<file path="config.mk">
export PLATFORM = sky130hd
export DESIGN_NAME = serial_port_device_flat
export DESIGN_NICKNAME = d
export VERILOG_FILES = /design/src/uart_cs_pkg.sv /design/src/serial_link_if.sv /design/src/serial_port_device.sv /design/src/frame_receiver.sv /design/src/flat_wrapper.sv
export VERILOG_INCLUDE_DIRS = /design/src /design/src/src
export SDC_FILE = /design/constraint.sdc
export NUM_CORES = 1
export LEC_CHECK = 0
export BUFFER_PORTS_ARGS = -buffer_cell sky130_fd_sc_hd__buf_2
export CAP_MARGIN = 30
export CORE_MARGIN = 1.5
export CORE_UTILIZATION = 55
export DETAILED_ROUTE_END_ITERATION = 12
export PLACE_DENSITY = 0.81
export RECOVER_POWER = 50
export REMOVE_ABC_BUFFERS = 1
export SYNTH_ARGS = -nofsm -noshare
export SYNTH_HDL_FRONTEND = slang
export SYNTH_SLANG_ARGS = --single-unit
export TNS_END_PERCENT = 1
</file>
<file path="constraint.sdc">
create_clock -name mclk -period 5.6 [get_ports mclk]
set_input_delay 1.12 -clock mclk [delete_from_list [all_inputs] [get_ports mclk]]
set_output_delay 1.12 -clock mclk [all_outputs]
set_load 0.02 [all_outputs]
</file>
<file path="src/uart_cs_regs.svh">
// register addresses, field positions, reset values and timing of the serial port
`ifndef UART_CS_REGS_SVH
`define UART_CS_REGS_SVH

// ***************************************************
// register addresses
// ***************************************************
`define SFR_CTRL_STATUS 8'h98
`define SFR_DATA_BUF 8'h99
`define SFR_FORMAT 8'hA9

// ***************************************************
// control and status fields
// ***************************************************
`define CS_OVR 3'h7
`define CS_PERR 3'h6
`define CS_THRE 3'h5
`define CS_REN 3'h4
`define CS_TBX 3'h3
`define CS_RBX 3'h2
`define CS_TI 3'h1
`define CS_RI 3'h0
`define CS_RESET 8'h20

// ***************************************************
// format fields
// ***************************************************
`define FMT_MCE 3'h7
`define FMT_PT_HI 3'h6
`define FMT_PT_LO 3'h5
`define FMT_PE 3'h4
`define FMT_XBE 3'h1
`define FMT_RESET 8'h0C

// ***************************************************
// parity types
// ***************************************************
`define PT_ODD 2'h0
`define PT_EVEN 2'h1
`define PT_MARK 2'h2
`define PT_SPACE 2'h3

// ***************************************************
// queue and frame
// ***************************************************
`define RXQ_DEPTH 3
`define RXQ_FULL 2'h3
`define SER_LAST_BIT 3'h7

// ***************************************************
// timing
// ***************************************************
`define SER_BIT_TIME_NS 1000
`define SER_MCLK_PERIOD_NS 100
`define SER_DIV_CYCLES ((`SER_BIT_TIME_NS) / (`SER_MCLK_PERIOD_NS))

`endif

</file>
<file path="src/uart_cs_pkg.sv">
// types and shared frame helpers of the serial port blocks
`include "uart_cs_regs.svh"

package uart_cs_pkg;

  typedef enum logic [2:0] {
    FR_IDLE = 3'h0,
    FR_START = 3'h1,
    FR_DATA = 3'h3,
    FR_EXTRA = 3'h7,
    FR_STOP = 3'h2
  } frame_state_t;

  typedef struct packed {
    logic [7:0] data;
    logic xbit;
    logic par_err;
  } rxq_entry_t;

  typedef struct packed {
    frame_state_t st;
    logic [15:0] cnt;
    logic [2:0] idx;
    logic [7:0] shift;
    logic xbit;
    logic has_extra;
    logic txd;
  } tx_state_t;

  typedef struct packed {
    logic sync1;
    logic sync2;
    frame_state_t st;
    logic [15:0] cnt;
    logic [2:0] idx;
    logic [7:0] shift;
    logic xbit;
    logic stop;
    logic done;
  } rx_state_t;

  typedef struct packed {
    tx_state_t tx;
    logic [7:0] hold;
    logic hold_full;
    logic [7:0] fmt;
    logic ovr;
    logic perr;
    logic ren;
    logic tbx;
    logic rbx;
    logic ti;
    logic ri;
    rxq_entry_t [`RXQ_DEPTH-1:0] q;
    logic [1:0] q_cnt;
    logic [7:0] rdata;
  } dev_state_t;

  typedef struct packed {
    tx_state_t tx;
  } node_state_t;

  function automatic logic parity_bit(input logic [7:0] d, input logic [1:0] pt);
    logic p;
    p = 1'b0;
    unique case (pt)
      `PT_ODD: p = ~(^d);
      `PT_EVEN: p = ^d;
      `PT_MARK: p = 1'b1;
      `PT_SPACE: p = 1'b0;
    endcase
    return p;
  endfunction

  function automatic tx_state_t tx_start(input logic [7:0] d, input logic x,
                                          input logic ext, input logic [15:0] reload);
    tx_state_t n;
    n.st = FR_START;
    n.cnt = reload;
    n.idx = 3'h0;
    n.shift = d;
    n.xbit = x;
    n.has_extra = ext;
    n.txd = 1'b0;
    return n;
  endfunction

  // one step of the transmit serialiser; reload is bit time minus one
  function automatic tx_state_t tx_next(input tx_state_t s, input logic [15:0] reload);
    tx_state_t n;
    n = s;
    if (s.st != FR_IDLE) begin
      if (s.cnt != 16'h0000) begin
        n.cnt = s.cnt - 16'h0001;
      end else begin
        n.cnt = reload;
        unique case (s.st)
          FR_START: begin
            n.st = FR_DATA;
            n.txd = s.shift[0];
          end
          FR_DATA: begin
            if (s.idx == `SER_LAST_BIT) begin
              n.st = s.has_extra ? FR_EXTRA : FR_STOP;
              n.txd = s.has_extra ? s.xbit : 1'b1;
            end else begin
              n.idx = s.idx + 3'h1;
              n.shift = s.shift >> 1;
              n.txd = s.shift[1];
            end
          end
          FR_EXTRA: begin
            n.st = FR_STOP;
            n.txd = 1'b1;
          end
          FR_STOP: begin
            n.st = FR_IDLE;
            n.txd = 1'b1;
          end
          default: begin
            n.st = FR_IDLE;
            n.txd = 1'b1;
          end
        endcase
      end
    end
    return n;
  endfunction

endpackage

</file>
<file path="src/serial_link_if.sv">
// serial line between the port and the far node
interface serial_link_if;
  logic dev_txd;
  logic node_txd;
  modport device (output dev_txd, input node_txd);
  modport node (input dev_txd, output node_txd);
endinterface

</file>
<file path="src/serial_port_device.sv">
// serial port with control/status, format and data buffer registers
// Functional notes
// - full queue drops character, sets overrun bit 7
// - head byte parity mismatch sets bit 6
// - software clears parity error flag itself
// - bit 5 reads holding register empty
// - bit 4 gates new reception
// - queued bytes readable while receiver disabled
// - extra bit option sends bit 3
// - parity enabled sends generated parity instead
// - bit 2 loads extra bit or stop
// - received extra bit meaningless under parity
// - transmit done set at stop start
// - transmit done raises interrupt, software clears
// - receive available set at stop sample
// - receive available raises same interrupt
// - receive available holds while queue nonempty
// - register at 0x98, bit set/clear access
// - three-byte queue, stores with good stop
// - parity types odd, even, mark, space
// - multiprocessor mode needs extra bit one
// - data read pops oldest, advances next
`include "uart_cs_regs.svh"
module serial_port_device #(
  parameter int DIV = `SER_DIV_CYCLES
) (
  input wire logic mclk,
  input wire logic rstn,
  serial_link_if.device link,
  input wire logic [7:0] addr,
  input wire logic [7:0] wdata,
  input wire logic wr_en,
  input wire logic rd_en,
  input wire logic bit_set,
  input wire logic bit_clr,
  input wire logic [2:0] bit_sel,
  input wire logic irq_enable,
  output logic [7:0] rdata,
  output logic serial_irq
);

  // ***************************************************
  // state
  // ***************************************************
  uart_cs_pkg::dev_state_t s_q;
  uart_cs_pkg::dev_state_t s_d;
  logic rx_done;
  logic [7:0] rx_data;
  logic rx_xbit;
  logic rx_stop;
  logic [7:0] cur;
  logic [7:0] wval;
  logic sw_we;
  logic pop;
  logic store;
  logic [1:0] cnt_pop;
  logic pe;
  logic xbe;
  logic mce;
  logic [1:0] pt;
  logic xsel;
  uart_cs_pkg::rxq_entry_t entry;

  localparam logic [15:0] RELOAD = 16'(DIV - 1);

  function automatic logic [7:0] ctrl_value(input uart_cs_pkg::dev_state_t s);
    logic [7:0] v;
    v = 8'h00;
    v[`CS_OVR] = s.ovr;
    v[`CS_PERR] = s.perr;
    v[`CS_THRE] = ~s.hold_full;
    v[`CS_REN] = s.ren;
    v[`CS_TBX] = s.tbx;
    v[`CS_RBX] = s.rbx;
    v[`CS_TI] = s.ti;
    v[`CS_RI] = s.ri;
    return v;
  endfunction

  // ***************************************************
  // next state
  // ***************************************************
  always_comb begin
    s_d = s_q;
    pe = s_q.fmt[`FMT_PE];
    xbe = s_q.fmt[`FMT_XBE];
    mce = s_q.fmt[`FMT_MCE];
    pt = s_q.fmt[`FMT_PT_HI:`FMT_PT_LO];
    cur = ctrl_value(s_q);
    s_d.rdata = 8'h00;

    // read port; data only in the cycle after the strobe
    pop = rd_en && (addr == `SFR_DATA_BUF) && (s_q.q_cnt != 2'h0);
    if (rd_en) begin
      if (addr == `SFR_CTRL_STATUS) begin
        s_d.rdata = cur;
      end else if (addr == `SFR_DATA_BUF) begin
        s_d.rdata = s_q.q[0].data;
      end else if (addr == `SFR_FORMAT) begin
        s_d.rdata = s_q.fmt;
      end
    end

    // receive queue; head sits in slot 0
    cnt_pop = s_q.q_cnt - {1'b0, pop};
    if (pop) begin
      for (int i = 0; i < `RXQ_DEPTH - 1; i++) begin
        s_d.q[i] = s_q.q[i+1];
      end
    end
    entry.data = rx_data;
    entry.xbit = xbe ? rx_xbit : rx_stop;
    entry.par_err = pe && (rx_xbit != uart_cs_pkg::parity_bit(rx_data, pt));
    store = rx_done && rx_stop && (cnt_pop != `RXQ_FULL);
    s_d.q_cnt = cnt_pop;
    if (store) begin
      s_d.q[cnt_pop] = entry;
      s_d.q_cnt = cnt_pop + 2'h1;
    end

    // software access; bit set/clear reaches only this register
    wval = cur;
    sw_we = 1'b0;
    if (wr_en && addr == `SFR_CTRL_STATUS) begin
      wval = wdata;
      sw_we = 1'b1;
    end
    if (bit_set) begin
      wval[bit_sel] = 1'b1;
      sw_we = 1'b1;
    end
    if (bit_clr) begin
      wval[bit_sel] = 1'b0;
      sw_we = 1'b1;
    end
    if (sw_we) begin
      s_d.ovr = wval[`CS_OVR];
      s_d.perr = wval[`CS_PERR];
      s_d.ren = wval[`CS_REN];
      s_d.tbx = wval[`CS_TBX];
      s_d.rbx = wval[`CS_RBX];
      s_d.ti = wval[`CS_TI];
      // a clear cannot drop the flag while bytes wait
      s_d.ri = wval[`CS_RI] | (s_q.ri & (s_d.q_cnt != 2'h0));
    end
    if (wr_en && addr == `SFR_FORMAT) begin
      s_d.fmt = wdata;
    end
    // writes into an occupied holding register are dropped
    if (wr_en && addr == `SFR_DATA_BUF && !s_q.hold_full) begin
      s_d.hold = wdata;
      s_d.hold_full = 1'b1;
    end

    // hardware events win over a software write in the same cycle
    if (rx_done && (cnt_pop == `RXQ_FULL)) begin
      s_d.ovr = 1'b1;
    end
    if (store && (!mce || rx_xbit)) begin
      s_d.ri = 1'b1;
    end
    if ((pop && s_q.q_cnt > 2'h1) || (store && cnt_pop == 2'h0)) begin
      s_d.rbx = s_d.q[0].xbit;
      if (pe && s_d.q[0].par_err) begin
        s_d.perr = 1'b1;
      end
    end

    // transmitter
    xsel = pe ? uart_cs_pkg::parity_bit(s_q.hold, pt) : s_q.tbx;
    if (s_q.tx.st == uart_cs_pkg::FR_IDLE && s_q.hold_full) begin
      s_d.tx = uart_cs_pkg::tx_start(s_q.hold, xsel, xbe | pe, RELOAD);
      s_d.hold_full = 1'b0;
    end else begin
      s_d.tx = uart_cs_pkg::tx_next(s_q.tx, RELOAD);
    end
    if (s_q.tx.st != uart_cs_pkg::FR_STOP && s_d.tx.st == uart_cs_pkg::FR_STOP) begin
      s_d.ti = 1'b1;
    end
  end

  // ***************************************************
  // registers
  // ***************************************************
  always_ff @(posedge mclk or negedge rstn) begin
    if (!rstn) begin
      s_q <= '{tx: '{st: uart_cs_pkg::FR_IDLE, cnt: 16'h0000, idx: 3'h0, shift: 8'h00,
                     xbit: 1'b0, has_extra: 1'b0, txd: 1'b1},
               hold: 8'h00,
               hold_full: 1'b0,
               fmt: `FMT_RESET,
               ovr: 1'b0,
               perr: 1'b0,
               ren: 1'b0,
               tbx: 1'b0,
               rbx: 1'b0,
               ti: 1'b0,
               ri: 1'b0,
               q: '0,
               q_cnt: 2'h0,
               rdata: 8'h00};
    end else begin
      s_q <= s_d;
    end
  end

  // ***************************************************
  // outputs
  // ***************************************************
  assign rdata = s_q.rdata;
  // one shared request for both directions
  assign serial_irq = irq_enable & (s_q.ti | s_q.ri);
  assign link.dev_txd = s_q.tx.txd;

  // receiver starts no new frame while disabled; queue reads stay open
  frame_receiver #(.DIV(DIV)) u_rx (
    .mclk(mclk),
    .rstn(rstn),
    .line(link.node_txd),
    .enable(s_q.ren),
    .extra_en(xbe | pe),
    .done(rx_done),
    .data(rx_data),
    .xbit(rx_xbit),
    .stop(rx_stop)
  );

endmodule

</file>
<file path="src/frame_receiver.sv">
// serial frame receiver with pin synchroniser, shared by both ends
`include "uart_cs_regs.svh"
module frame_receiver #(
  parameter int DIV = `SER_DIV_CYCLES
) (
  input wire logic mclk,
  input wire logic rstn,
  input wire logic line,
  input wire logic enable,
  input wire logic extra_en,
  output logic done,
  output logic [7:0] data,
  output logic xbit,
  output logic stop
);

  uart_cs_pkg::rx_state_t s_q;
  uart_cs_pkg::rx_state_t s_d;

  localparam logic [15:0] RELOAD = 16'(DIV - 1);
  localparam logic [15:0] HALF = 16'(DIV / 2 - 1);

  always_comb begin
    s_d = s_q;
    s_d.sync1 = line;
    s_d.sync2 = s_q.sync1;
    s_d.done = 1'b0;
    if (s_q.st != uart_cs_pkg::FR_IDLE && s_q.cnt != 16'h0000) begin
      s_d.cnt = s_q.cnt - 16'h0001;
    end else begin
      s_d.cnt = RELOAD;
      unique case (s_q.st)
        uart_cs_pkg::FR_IDLE: begin
          // new starts only while enabled; a frame under way always completes
          if (enable && !s_q.sync2) begin
            s_d.st = uart_cs_pkg::FR_START;
            s_d.cnt = HALF;
          end
        end
        uart_cs_pkg::FR_START: begin
          // glitch shorter than half a bit returns to idle
          s_d.st = s_q.sync2 ? uart_cs_pkg::FR_IDLE : uart_cs_pkg::FR_DATA;
          s_d.idx = 3'h0;
        end
        uart_cs_pkg::FR_DATA: begin
          s_d.shift = {s_q.sync2, s_q.shift[7:1]};
          s_d.idx = s_q.idx + 3'h1;
          if (s_q.idx == `SER_LAST_BIT) begin
            s_d.st = extra_en ? uart_cs_pkg::FR_EXTRA : uart_cs_pkg::FR_STOP;
          end
        end
        uart_cs_pkg::FR_EXTRA: begin
          s_d.xbit = s_q.sync2;
          s_d.st = uart_cs_pkg::FR_STOP;
        end
        uart_cs_pkg::FR_STOP: begin
          s_d.stop = s_q.sync2;
          s_d.done = 1'b1;
          s_d.st = uart_cs_pkg::FR_IDLE;
        end
        default: s_d.st = uart_cs_pkg::FR_IDLE;
      endcase
    end
  end

  always_ff @(posedge mclk or negedge rstn) begin
    if (!rstn) begin
      s_q <= '{sync1: 1'b1, sync2: 1'b1, st: uart_cs_pkg::FR_IDLE, cnt: 16'h0000,
               idx: 3'h0, shift: 8'h00, xbit: 1'b0, stop: 1'b0, done: 1'b0};
    end else begin
      s_q <= s_d;
    end
  end

  assign done = s_q.done;
  assign data = s_q.shift;
  assign xbit = s_q.xbit;
  assign stop = s_q.stop;

endmodule

</file>
<file path="src/flat_wrapper.sv">
// flat-port wrapper written by rule: the top's interface ports become plain ports
module serial_port_device_flat 
#(
  parameter int DIV = `SER_DIV_CYCLES
)
  (mclk, rstn, addr, wdata, wr_en, rd_en, bit_set, bit_clr, bit_sel, irq_enable, rdata, serial_irq, link_dev_txd, link_node_txd);
  serial_link_if link_i ();
  input wire logic mclk;
  input wire logic rstn;
  input wire logic [7:0] addr;
  input wire logic [7:0] wdata;
  input wire logic wr_en;
  input wire logic rd_en;
  input wire logic bit_set;
  input wire logic bit_clr;
  input wire logic [2:0] bit_sel;
  input wire logic irq_enable;
  output logic [7:0] rdata;
  output logic serial_irq;
  output wire logic [$bits(link_i.dev_txd)-1:0] link_dev_txd;
  input wire logic [$bits(link_i.node_txd)-1:0] link_node_txd;
  assign link_dev_txd = link_i.dev_txd;
  assign link_i.node_txd = link_node_txd;
  serial_port_device #(.DIV(DIV)) u_core (.mclk(mclk), .rstn(rstn), .link(link_i), .addr(addr), .wdata(wdata), .wr_en(wr_en), .rd_en(rd_en), .bit_set(bit_set), .bit_clr(bit_clr), .bit_sel(bit_sel), .irq_enable(irq_enable), .rdata(rdata), .serial_irq(serial_irq));
endmodule
</file>
# Word-level counts from Yosys, hierarchy flattened
# Cells that the tools add are included.
# totals
ff_bits,132
word_cells,191
inputBits,27
out_inout_bits,10
# op_classes
add_sub_neg,6
reduce_logical,52
n_bitwise,12
mux,55
n_eq_ne,24
magnitude_cmp,5
# ops
operator,count
$mux W8,7
$mux W16,3
$mux W11,3
$mux W33,1
$reduce_bool A16 Y1,2
$sub A16 B1 Y16 const B,2
$bwmux W30,1
$mux W30,1
$eq A8 B8 Y1 const B,3
$mux W22,1
$demux W10 S2,1
$logic_and A1 B1 Y1,20
$mux W1,20
$mux W20,1
$reduce_bool A2 Y1,10
$mux W19,1
$reduce_xor A8 Y1,2
$mux W3,5
$eq A3 B2 Y1 const B,4
$eq A3 B3 Y1 const B,4
$pmux W3 S4,1
$mux W10,1
$reduce_and A2 Y1,5
$pmux W3 S3,1
other kinds (34),54

# Depth between registers and ports, before layout
# Gate-level depths: netlist of run 1.
# logic_depth
word_depth,16
depth_mapped,9
mapped_depth_nobuf,8

# Hierarchy
# From an unflattened synthesis of run 1, not the netlist that was laid out.
# hier_totals
cells_unflattened,643
area_unflattened_um2,6613.8
# modules_own_cells
module,area_per_inst_um2,instances,cells_each,seq_area_each_um2
serial_port_device,4892.2,1,488,2381.0
frame_receiver,1721.7,1,155,878.3

# Least setup slack after synthesis of run 1
# No wires, ideal clock.
# synth_path
path_type,input to register
startpoint,input addr[6]
endpoint,register u_core.s_q (netlist bit u_core.cur[0])
n_path_buf,2
cell_stages,8
t_arrival_ns,2.784
setup_time_ns,0.124
setup_slack_ns,2.692
path_cell_list,and4bb_2 and4b_1 buf_2 and2_1 buf_2 nor3_1 a2111o_1 a211o_1
# synth_via
elab_chain_len,12
# synth_rtl
element,line,text
"start, declared",flat_wrapper.sv:10,input wire logic [7:0] addr;
"parallel branches: the longest is 12 deep, another holds $sub A2 B1 Y2",--,
"end signal, assigned",serial_port_device.sv:187,"s_q <= '{tx: '{st: uart_cs_pkg::FR_IDLE, cnt: 16'h0000, idx: 3'h0, shift: 8'h00,"
"end, declared",serial_port_device.sv:45,uart_cs_pkg::dev_state_t s_q;
# Several ways; the timed one is not identified. The select of a mux whose other input is x is not followed.
# A chain may end at the register's enable or synchronous reset.

# Worst setup path after layout of run 1
# Same ends and word-level chain as after synthesis.

==> results of run 1 <==
## report_power, final
group,switching (mW),internal [mW]
Sequential,0.0922,1.04
Clock,0.396,0.775
Combinational,0.187,0.152
## worst max path at each step
| stage | start | end | slack [ns] | cells past startpoint |
|---|---|---|---|---|
| 2_1_floorplan | addr[2] | u_core.cur[6] | 2.38 | 6 |
| 3_3_place_gp | addr[6] | u_core.cur[0] | 2.39 | 7 |
| 3_5_place_dp | addr[6] | u_core.cur[0] | 2.30 | 7 |
| 4_1_cts | addr[6] | u_core.cur[0] | 2.74 | 7 |
| 5_1_grt | rstn | u_core.s_q[66] | 2.39 | 2 |
| 6_report | addr[6] | u_core.cur[0] | 2.69 | 7 |
## Yosys cell counts (6+ instances only)
cell      instances
inv_1             9
ha_1              7
nor3_1           12
o31ai_1           6
dfrtp_1         127
nand3_1          11
nand2_1          91
nor2b_1           9
a21boi_0          8
xnor2_1          24
mux2_2           39
o21ai_0          50
a22oi_1          16
mux2i_1          24
buf_4             9
a21oi_1          11
nor2_1           44
xor2_1            7
clkbuf_1         16
buf_2             7
## layer usage
layer,part of all wire,global-route usage,vias up,wire length [um]
met5,0,0,-,0
met4,0.024,0.1114,0,336
met3,0.063,0.06069,43,874
met2,0.47,0.3620,180,6503
met1,0.44,0.3137,2357,6123
li1,-,-,2247,-
## cells in the final DEF, fill, tap and decap left out, types with 16 or more instances in the layout
| cell | n |
|---|---|
| buf_2 | 35 |
| dfrtp_1 | 127 |
| nor2_1 | 44 |
| nand2_1 | 91 |
| mux2i_1 | 24 |
| mux2_2 | 39 |
| a22oi_1 | 16 |
| xnor2_1 | 24 |
| clkbuf_16 | 17 |
| o21ai_0 | 50 |
## per-stage QoR
stage / hold slack [ns] / instances
2_1_floorplan: 0.3452 / 585
3_3_place_gp: 0.3465 / 766
3_5_place_dp: 0.3489 / 768
4_1_cts: 0.3572 / 800
5_1_grt: 0.3637 / 800
6_report: 0.3563 / 800
## area by class of cell
cell class	count	area (um^2)
timing repair buffer	40	229.0
clock inverter	10	152.6
fill	816	4098
multi-input combinational	444	2943
tap	143	178.9
sequential	132	3309
inverter	9	33.78
clock buffer	22	474.2
## registers in the layout, summed over array words and instances, names as in the netlist, 2 cells and up
name	cells
u_core.u_rx.s_q	23
u_core.s_q	77
u_core.pt	2
u_core.cur	7
u_core.rdata	8
u_core.u_rx.data	8
## cell families after synthesis
| family | Yosys count | share of synthesized area |
|---|---|---|
| buffers and inverters | 42 | 0.03121 |
| muxes | 63 | 0.1053 |
| AOI/OAI and AO/OA | 130 | 0.1336 |
| xor gates and xnor gates | 31 | 0.04207 |
| adders and majority gates | 7 | 0.01357 |
| DFF | 132 | 0.5128 |
| and+or+nand+nor | 213 | 0.1615 |
==> impl.org, run 1 <==
** Routing
- The detail route stage leaves a number of antenna-violating nets equal to 0.
- In the routed layout, each cell is associated on average with a via count of just over 6.
- Number of vias after detailed routing :: 4827
- Detailed-router iteration count before antenna repair :: 5
- In this run, the number of DRC markers left after iteration 0 of detailed routing was slightly above 600.
- In the final routed layout, each cell accounts on average for 17.30 um.
- After detailed routing, the total wire length is ~14000 um.
- DRC violations left :: 0

** Clocking
- Post-CTS Hold Buffers :: 0
- Buffer depth of the longest clock path :: 2
- Sink Count :: 132
- The H-tree generated during clock tree synthesis spans 4 levels.
- The later pin in the worst-skew pair is clocked with a latency of 0.42 ns.
- Cells resized by post-CTS repair :: 0
- TritonCTS clock tree :: done
- Reg clk slew, reported paths :: approximately 0.06 ns
- The root buffer cell chosen for the clock tree is clkbuf_16.
- Inserted Clock Buffers :: 17
- Post-CTS Setup Inserts :: 0

** Pwr
- In this run the power density over the cells is roughly 360 nW/um^2.
- Final Power :: between 2 and 3 mW
- The worst-case IR drop observed on VDD is between 0.2 and 0.3 mV.
- The analysis attributes to cell leakage a power of about 3.3 nW.

** GRT
- The first global-routing pass estimated about 23000 um of wire.
- Final global-route overflow total :: 0
- Antenna violations before repair :: 0
- The via count of the first global-routing pass is approximately 4800.
- Maximum number of pins on one net before global-route repair :: 54
- Gr usage total :: 0.2353

** Status
- The flow ran to the end, but the final reports show violations.
- The checks that failed: max-capacitance violations, max-slew violations.

** Worst setup path
- The slowest stage of the critical path is the and2_1 cell.
- Together, buffers and inverters on the worst path number 1.
- Measured in cells, the most critical reg-to-reg path has a length of 5.
- Cell-by-cell listing of the critical path :: buf_2 -> and4bb_2 -> and4b_1 -> and2_1 -> nor3_1 -> a2111o_1 -> a211o_1
- The worst register-to-register path ends at u_core.s_q[75].
- The critical path in this run is classified as in -> reg.
- Slowest stage delay, CP :: ~0.43 ns
- Startpoint of the worst-slack reg-to-reg timing path :: u_core.s_q[80]
- STA classifies the critical path startpoint as an input pin.
- For the worst setup path, the data arrival time is about 3.2 ns.
- Biggest fanout along the worst timing path :: 10
- STA puts the critical path data required time at approximately 5.9 ns.
- Broken down by cell family, the worst path's largest delay share belongs to simple AND/OR/NAND/NOR gates.
- In this run the register-to-register setup slack is around 2.7 ns.
- STA classifies the critical path endpoint as a flop.

** Placed design
- After detailed placement, the total cell area comes to between 6000 and 7000 um^2.
- Final weighted congestion in routability-driven placement :: 0.8912
- Prior to clock tree synthesis, the placed netlist has a worst setup slack of around 2.3 ns.
- After legalization and detailed placement, the total HPWL measured 9260 um.
- Port buffering added 36 buffers.

** Min path
- Origin of the worst min-delay path :: u_core.u_rx.s_d[33]
- Min-Delay Path Depth :: 0
- Worst hold endpoint :: u_core.u_rx.s_q[33]
- The min-delay analysis places its worst path in the category reg -> reg.

** Synth
- Area of the mapped netlist :: ~6500 um^2
- Async set or reset register ratio after synthesis :: 1.000
- Fraction of synthesized cell area taken by the top area cell type :: 0.4924
- The number of different library cells used by synthesis comes to slightly above 60.
- In the synthesized netlist, the number of instances is approximately 600.
- Proportion of synthesized chip area in sequential cells :: 0.5128
- Each instance of the synthesized netlist takes up on average ~10 um^2.
- The synthesized design contains 0 enable-type register cells.
- Yosys printed 0 warnings.
- The synthesized design contains around 130 register bits.
- In the synthesized netlist the dominant register cell turns out to be dfrtp_1.
- The biggest area contributor in the post-synthesis netlist is dfrtp_1.
- Leading cell types by total area after synthesis :: dfrtp_1, mux2_2, nand2_1, o21ai_0, mux2i_1

** Finish
- Layout Cell Area excl Fill :: roughly 7300 um^2
- Final antenna diode count :: 0
- Of the cells placed in the final design, the portion with a size suffix greater than 1 is 0.1979.
- For this run, the share of the core covered by cells in the final layout is 0.6411.
- At the end of the flow, the number of nets in the layout was 678.
- The area growth from synthesis to layout is 13.44%.

** Timing
- Unrepaired setup endpoints after global routing :: false
- Of the available clock period, the critical path in the final layout requires 0.5194.
- Setup violations remaining at the end of the flow were counted as 0.
- Max transition margin :: -0.3871
- The max-slew violation count is 37.
- Sum of negative setup slack :: 0 ns
- Setup WS post-layout :: 2.691 ns
- The final hold violation count is 0.
- Timing would allow up to 0.3438 GHz.
- Min cycle time layout :: 2.909 ns
- Across the routed clock network, the largest skew measured is 0.004641 ns.
- Transition time at the pin with the least slew margin :: 2.081 ns

** Floorplan
- Die boundary width :: 111.3 um
- Core region area :: around 11000 um^2
- The floorplan step defined a die boundary enclosing roughly 12000 um^2.
- 37 I/O pins were placed.
- In this run the vertical extent of the chip is between 100 and 150 um.
- Initial core utilization :: 0.5652
- Num rows :: 39

** Flow run
- The tool flagged a number of max-cap violations equal to 1.
(Power assumes the default switching activity.)
==> run 2: changes to the inputs <==
Settings changed: ABC_AREA set to 1, PLACE_DENSITY 0.81 to 0.84.
Clock period 5.6 ns to 2.67 ns, I/O delays scaled along.
==> run 2 against run 1 <==
- the run still ends with max-capacitance violations, max-slew violations left
- clock-buffer cell count fell by 3
- sequential share of layout area fell by 2.0 points
- clock skew rose by 0.0016 ns
- setup slack got worse by 2.3 ns
- clock power rose by 110%
- global-route usage rose by 1.0 points
- largest cell class unchanged
==> impl.org, run 2 <==
** Clocking
- Sink Count :: ~130
- Post-CTS Hold Buffers :: 0
- The later pin in the worst-skew pair is clocked with a latency of roughly 0.42 ns.
- Clock-pin slew was measured on the worst setup and hold paths at 0.05 ns.
- Htree depth :: 4
- Buffer depth of the longest clock path :: 2
- TritonCTS clock tree :: done
- After clock tree synthesis, the repair step resized 0 gates.
- Buffers added to address setup during post-CTS repair amount to 0.
- Inserted Clock Buffers :: 17
- The tree is rooted in a clkbuf_16.

** Floorplan
- The die covers approximately 13000 um^2.
- From left edge to right edge, the die measures about 110 um.
- The floorplan step defined a core boundary enclosing between 10000 and 15000 um^2.
- Die boundary height :: between 100 and 150 um
- For this configuration, the core starts out at a cell density of 0.5655.
- Num rows :: 40
- Number of top-level pins :: 37

** Timing
- Hold slack :: ~0.23 ns
- For the final routed database, the setup TNS stands at 0 ns.
- The worst path in the final design needs a cycle of between 2 and 2.5 ns, including I/O delays and setup.
- Final cycle utilization of the critical path :: 0.8588
- Max transition margin :: -0.1702
- For the final database, setup skew stands at roughly 0.0063 ns.
- Hold violation count in the final report :: 0
- Setup violations remaining at the end of the flow were counted as 0.
- Max Slew Vio Count :: 66
- For the pin with the worst max-slew slack, the measured transition is between 1.5 and 2 ns.
- Unrepaired setup endpoints after global routing :: false
- Static timing analysis puts the maximum clock frequency at approximately 0.44 GHz.

** Synth
- Dividing the synthesized area by the synthesized cell count gives about 8 um^2.
- The most used flip-flop cell after synthesis is dfrtp_1.
- Yosys mapped the design onto 44 distinct sky130hd cell types.
- Proportion of synthesized chip area in sequential cells :: 0.4872
- Ranked by total cell area, the synthesized netlist is headed by dfrtp_1, nand2_1, inv_1, nand3_1, o21ai_0.
- In the synthesized netlist the async set-or-reset flop fraction comes to 1.000.
- Synthesis produced between 800 and 900 cells.
- The share of synthesized area in the top cell type comes to 0.4679.
- Syn. warnings :: 0
- After synthesis the netlist holds a flip-flop and latch count of between 100 and 150.
- Most instantiated library cell after synthesis :: nand2_1
- The synthesized netlist occupies a cell area of around 6800 um^2.
- The commonest cells after synthesis are nand2_1, dfrtp_1, inv_1.
- Counting flops with a built-in enable in the synthesized netlist gives 0.
- Library cell occupying the most area in the post-synthesis netlist :: dfrtp_1

** Worst setup path
- Required time of the worst setup path :: 2.99 ns
- For this design, the slowest cell found on the critical path is nand2_1.
- Biggest fanout along the worst timing path :: 20
- Cell type with the highest occurrence count on the critical path :: nand2_1
- The startpoint identified for the worst register-to-register timing path is u_core.s_q[78].
- The worst setup path is of the in -> reg kind.
- Tracing the worst setup path back leads to its startpoint at addr[5].
- Together, buffers and inverters on the worst path number 2.
- The worst setup path is captured at a flop.
- Cell-by-cell listing of the critical path :: buf_2 -> inv_1 -> nand2_1 -> nor2_1 -> nand3_4 -> nand2_1 -> a21boi_0 -> nor2_1 -> nand2_1 -> nand2_1 -> o21ai_1
- Largest delay share family, worst path :: simple AND/OR/NAND/NOR gates
- Type of element launching the critical path :: input pin
- Slowest stage delay, CP :: slightly above 0.5 ns
- Critical path arrival :: about 2.6 ns

** Pwr
- The share of total power dissipated in combinational logic is 0.190.
- Internal Dissipation :: approximately 4.2 mW
- Fraction of power consumed by sequential logic :: 0.407
- IR drop worst, VDD :: around 0.52 mV
- Fraction of power consumed by the clock network :: 0.403
- Leakage :: 3.844 nW
- Power Density :: approximately 790 nW/um^2
- Of the total power, the share spent switching nets is 0.3042.
- Switching component of the power :: approximately 1.9 mW

** Finish
- Net count, final :: a little over 900
- In the layout the commonest cells are nand2_1, dfrtp_1, inv_1, nand3_1, nor2_1.
- Final antenna diode count :: 0
- Max reg flops :: 77
- Biggest register :: u_core.s_q
- After filler insertion, the fill cell instance count of the layout stands at just under 1000.
- In the final layout, the registers with the most flip-flops are u_core.s_q (77), u_core.u_rx.s_q (23).
- Most common library cell in the layout ignoring fill and taps :: nand2_1
- In the final layout, the share of cells above drive strength 1 is 0.1263.
- Compared with the post-synthesis result, the final layout area differs by 12.82%.

** GRT
- Final global-route overflow total :: 0
- Maximum number of pins on one net before global-route repair :: roughly 70
- The via count of the first global-routing pass was between 5000 and 6000.
- The initial antenna violation count was 0.
- The first global-routing pass estimated between 20000 and 30000 um of wire.
- Gr usage total :: 0.2455

** Min path
- The startpoint identified for the worst hold timing path is link_node_txd.
- Hold WC Path Type :: in -> reg

** Routing
- Routed Wire Length :: around 15000 um
- In this run, the number of DRC markers left after iteration 0 of detailed routing was 520.
- After detailed routing, the met3 layer carries 613 um of wire.
- Highest layer used for signal routing :: met4
- Once detail routing completed, the nets flagged for antenna violations numbered 0.
- Number of vias per cell :: around 5.5
- Detailed-router iteration count before antenna repair :: 5
- Summing over every cut layer, the via total after detailed routing is about 5700.
- In the routed design, unresolved DRC markers number 0.
- Sum of routed wire segments on met1 :: ~7000 um
- Wire segments on met2 add up to 7248 um in the final route.
- After detailed routing, the average wire length per cell comes to about 14 um.

** Flow run
- # Max-Cap Violations :: 1

** Placed design
- Final weighted congestion in routability-driven placement :: 0.8685
- Detailed-placement wirelength estimate :: between 10000 and 15000 um
- Port Buffer Count :: 36

** Status
- The final reports fail on max-capacitance violations, max-slew violations.
- The flow ran to the end, but the final reports show violations.
-- run 2: cell types whose count changed after synthesis, moves of 10 or more --
cell | previous run | this run
inv_1 | 9 | 95
a22oi_1 | 16 | 1
a21oi_1 | 11 | 21
nand3_1 | 11 | 68
xnor2_1 | 24 | 9
o22ai_1 | 2 | 14
nand2_1 | 91 | 239
mux2_2 | 39 | 1
o21ai_1 | 0 | 30
mux2i_1 | 24 | 0
xor2_1 | 7 | 17
-- run 2: cells by family after synthesis --
logic type / count (synthesis) / synth area share
compound gates: 140 / 0.1175
xor+xnor: 26 / 0.03352
flops: 132 / 0.4872
buf+inv: 135 / 0.08473
simple gates: 409 / 0.2625
mux: 1 / 0.001658
fa+ha+maj: 7 / 0.01289
-- run 2: area by class of cell --
cell class              instances  area, um^2  share of cell area
clock inverters                13       182.7             0.02384
clock buffers                  19       442.9             0.05780
flip-flops and latches        132        3309              0.4318
multi-input cells             583        2889              0.3770
inverters                     104       390.4             0.05094
repair buffers                 44       265.3             0.03461
well taps                     147       183.9             0.02400
-- run 2: stage by stage --
stage | setup slack, ns | cell area (um^2) | std cells | power (mW) | util
after floorplan | 0.4075 | 6608 | 819 | 3.300 | -
after global placement | 0.6029 | 7063 | 1010 | 3.603 | 0.5880
after detailed placement | 0.5190 | 7063 | 1010 | 3.639 | 0.5880
after CTS | 0.5769 | 7689 | 1042 | 6.114 | 0.6401
after global routing | 0.2076 | 7664 | 1042 | 6.399 | 0.6380
final | 0.3770 | 7664 | 1042 | 6.090 | 0.6380
-- run 2: power groups by stage --
stage / combinational, mW / sequential [mW] / clock (mW)
CTS: 1.17 / 2.47 / 2.47
floorplan: 0.867 / 2.43 / 0
finish: 1.16 / 2.48 / 2.46
global placement: 1.11 / 2.49 / 0
detailed placement: 1.14 / 2.49 / 0
global route: 1.33 / 2.51 / 2.57
-- run 2: worst paths after layout --
check	endpoint	slack [ns]	cells past startpoint
worst min-delay path	u_core.u_rx.s_d[33]	0.23	1
worst max register to register	u_core.s_q[87]	0.58	7
min in group asynchronous	u_core.s_q[81]	0.58	1
worst max-delay path	u_core.s_q[20]	0.38	11
worst min register to register	u_core.u_rx.s_q[33]	0.36	0
max in group asynchronous	u_core.s_q[39]	1.05	1
-- run 2: metal layers --
| metal | up-vias | track usage |
|---|---|---|
| li1 | 2826 | - |
| met2 | 152 | 0.3871 |
| met4 | 0 | 0.1142 |
| met1 | 2722 | 0.3299 |
| met5 | - | 0 |
| met3 | 34 | 0.04817 |
==> run 3: changes to the inputs <==
Settings changed: PLACE_DENSITY 0.84 to 0.81.
Clock period 2.67 ns to 2.7 ns, I/O delays scaled along.
==> run 3 against run 2 <==
- the run now ends clean
- sequential share of layout area grew 0.59 points
- clock power down 12%
- worst hold slack got worse by 0.0082 ns
- combinational power is essentially flat
- critical path depth is the same
- first-iteration DRC count shrank 1.5%
- utilization decreased by 0.85 points
- sequential power about the same
==> impl.org, run 3 (synthesis gave the netlist of run 2 again) <==
** Worst setup path
- Along the worst path, the maximum fanout reaches 20.
- Slowest stage delay, CP :: ~0.50 ns
- The critical path in this run is classified as in -> reg.
- Worst setup path start :: addr[5]
- Worst R2R End :: u_core.s_q[89]
- STA classifies the critical path endpoint as a flop.
- Cell type with the highest occurrence count on the critical path :: nand2_1
- Data on the critical path is required at its endpoint by 3.03 ns.
- Reg2reg setup slack :: about 0.67 ns
- STA puts the critical path data arrival time at about 2.5 ns.
- The number of cells on the worst reg-to-reg path is 7.
- Among all stages on the critical path, the largest delay is contributed by nand2_1.
- The startpoint identified for the worst register-to-register timing path is u_core.s_q[78].
- Traced cell by cell, the critical path runs through buf_2 -> inv_1 -> nand2_1 -> nor2_1 -> nand3_4 -> nand2_1 -> a21boi_0 -> nor2_1 -> nand2_1 -> nand2_1 -> o21ai_1.
- STA classifies the critical path startpoint as an input pin.

** Timing
- Final clock skew :: between 0.008 and 0.009 ns
- Max frequency :: around 0.46 GHz
- The final hold violation count came to 0.
- Hold slack :: between 0.2 and 0.25 ns
- Setup violations remaining at the end of the flow were counted as 0.
- The worst path in the final design needs a cycle of approximately 2.2 ns, including I/O delays and setup.
- Max Slew Vio Count :: 0
- For the pin with the worst max-slew slack, the measured transition is 1.439 ns.
- Adding up every negative setup slack in the final design gives 0 ns.
- Setup repair after global routing left no endpoint under its margin.
- The worst pin sits at a relative slew slack of 0.04036.
- Final cycle utilization of the critical path :: 0.8107

** Clocking
- Clock latency on the worst-skew pair, taken at its later pin, is about 0.42 ns.
- Buffers inserted during clock tree synthesis total 17.
- Clock Tree Root :: clkbuf_16
- Buffers added to address setup during post-CTS repair amount to 0.
- Reg clk slew, reported paths :: about 0.060 ns
- TritonCTS clock tree :: done
- The number of gates resized after CTS was 0.
- The longest clock path from root to sink contains 2 buffers.
- Htree depth :: 4
- Post-CTS Hold Buffers :: 0
- For this design, the sink count on the clock tree is roughly 130.

** Placed design
- In this run the cell area measured after placement is roughly 7000 um^2.
- The congestion estimate from routability-driven global placement came to between 0.8 and 0.9.
- Port buffering added 36 buffers.
- Detailed-placement wirelength estimate :: between 10000 and 15000 um

** Finish
- Area growth from synthesis to layout :: 11.31%
- Max reg flops :: 77
- Of the cells placed in the final design, the portion with a size suffix greater than 1 is 0.1183.
- Once layout is complete, the utilization of the core stands at 0.6295.
- u_core.s_q holds more flip-flops than any other register.
- The repair_antennas step left the layout with diodes totalling 0.
- Leaving out fill and tap cells, the most frequent cell in the layout is nand2_1.
- Commonest cells after routing, fill and taps aside :: nand2_1, dfrtp_1, inv_1, nand3_1, nor2_1
- Layout Cell Area excl Fill :: around 7600 um^2
- Net count, final :: roughly 920
- Largest registers :: u_core.s_q (77), u_core.u_rx.s_q (23)

** Min path
- Counting instances, the worst hold path has a depth of 1.
- The worst hold path begins at link_node_txd.
- Hold WC Path Type :: in -> reg
- For hold timing, the worst endpoint is u_core.u_rx.s_d[33].

** Routing
- After detailed routing, the number of remaining DRC violations is 0.
- Wire length per cell after detailed routing :: 14.34 um
- Number of antenna-violating nets in the routed design :: 0
- In this run, the number of DRC markers left after iteration 0 of detailed routing was 512.
- Dividing the detail-routed via count by the number of cells gives between 5 and 6.
- For this block, the via count after detailed routing is between 5000 and 6000.
- Routed Wire Length :: approximately 15000 um
- For this run, the detailed router's first-pass iteration total came to 5.

** Pwr
- Across the VDD grid, the largest voltage drop is ~0.49 mV.
- In this run the power density over the cells is about 760 nW/um^2.
- The analysis attributes to cell leakage a power of about 3.8 nW.

** GRT
- Vias in the first global route :: 5506
- Wire length of the first global-routing pass :: around 25000 um
- Global routing finished with a remaining overflow of 0.
- Entering global routing, the biggest net connects 60 pins.
- Gr usage total :: 0.2449
- The initial antenna violation count is 0.

** Floorplan
- For this configuration, the core starts out at a cell density of 0.5655.
- The floorplan has 40 rows.
- The die covers between 10000 and 15000 um^2.
- Die boundary height :: 114.1 um
- The region available for standard cell placement spans roughly 12000 um^2.
- 37 I/O pins were placed.
- In this run the horizontal extent of the chip is 114.1 um.

** Flow run
- # Max-Cap Violations :: 0

** Status
- The run finished with clean final reports.
-- run 3: cell types whose count changed in the layout (fill, tap and decap cells not counted) --
cell / delta
clkbuf_8: +3
bufinv_16: -3
clkinv_2: +1
buf_12: -2
clkbuf_1: +7
clkinv_4: -2
inv_1: +1
inv_2: -1
clkbuf_2: +2
clkinvlp_4: -4
buf_4: -1
-- run 3: worst max-delay path: cells and delay by family --
family	cells	cell delay (ns)
AND/OR/NAND/NOR	7	1.21
buffers and inverters	2	0.15
AO/OA/AOI/OAI	2	0.61
-- run 3: metal layers --
metal	vias to the layer above	GRT usage	share of wire	wire (um)
li1	2824	-	-	-
met4	0	0.1208	0.026	389
met3	33	0.04817	0.051	769
met2	178	0.3847	0.47	7015
met1	2669	0.3269	0.45	6787
met5	-	0	0	0
-- run 3: how the worst max path moves through the flow --
stage	to	cells after the start	slack, ns
global route	u_core.s_q[35]	2	0.29
floorplan	u_core.cur[2]	10	0.43
finish	u_core.s_q[22]	11	0.51
detailed placement	u_core.s_q[22]	11	0.51
global placement	u_core.s_q[21]	11	0.62
CTS	u_core.s_q[89]	7	0.63
-- run 3: stage by stage --
step / setup WS (ns) / cells / power (mW)
final: 0.5111 / 1043 / 5.763
after global routing: 0.2932 / 1043 / 6.067
after CTS: 0.6315 / 1043 / 5.794
after detailed placement: 0.5106 / 1011 / 3.602
after global placement: 0.6193 / 1011 / 3.562
after floorplan: 0.4315 / 819 / 3.263
-- run 3: report_power, final --
| group | leakage (nW) | switching, mW | internal [mW] |
|---|---|---|---|
| Combinational | 1.78 | 0.749 | 0.395 |
| Clock | 0.275 | 0.815 | 1.36 |
| Sequential | 1.76 | 0.221 | 2.23 |
-- run 3: layout make-up --
cell class | count | area (um^2)
fillers | 1015 | 4451
flip-flops and latches | 132 | 3309
multi-input cells | 583 | 2889
clock buffers | 27 | 503.0
inverters | 104 | 390.4
repair buffers | 45 | 235.2
well taps | 147 | 183.9
clock inverters | 5 | 50.05
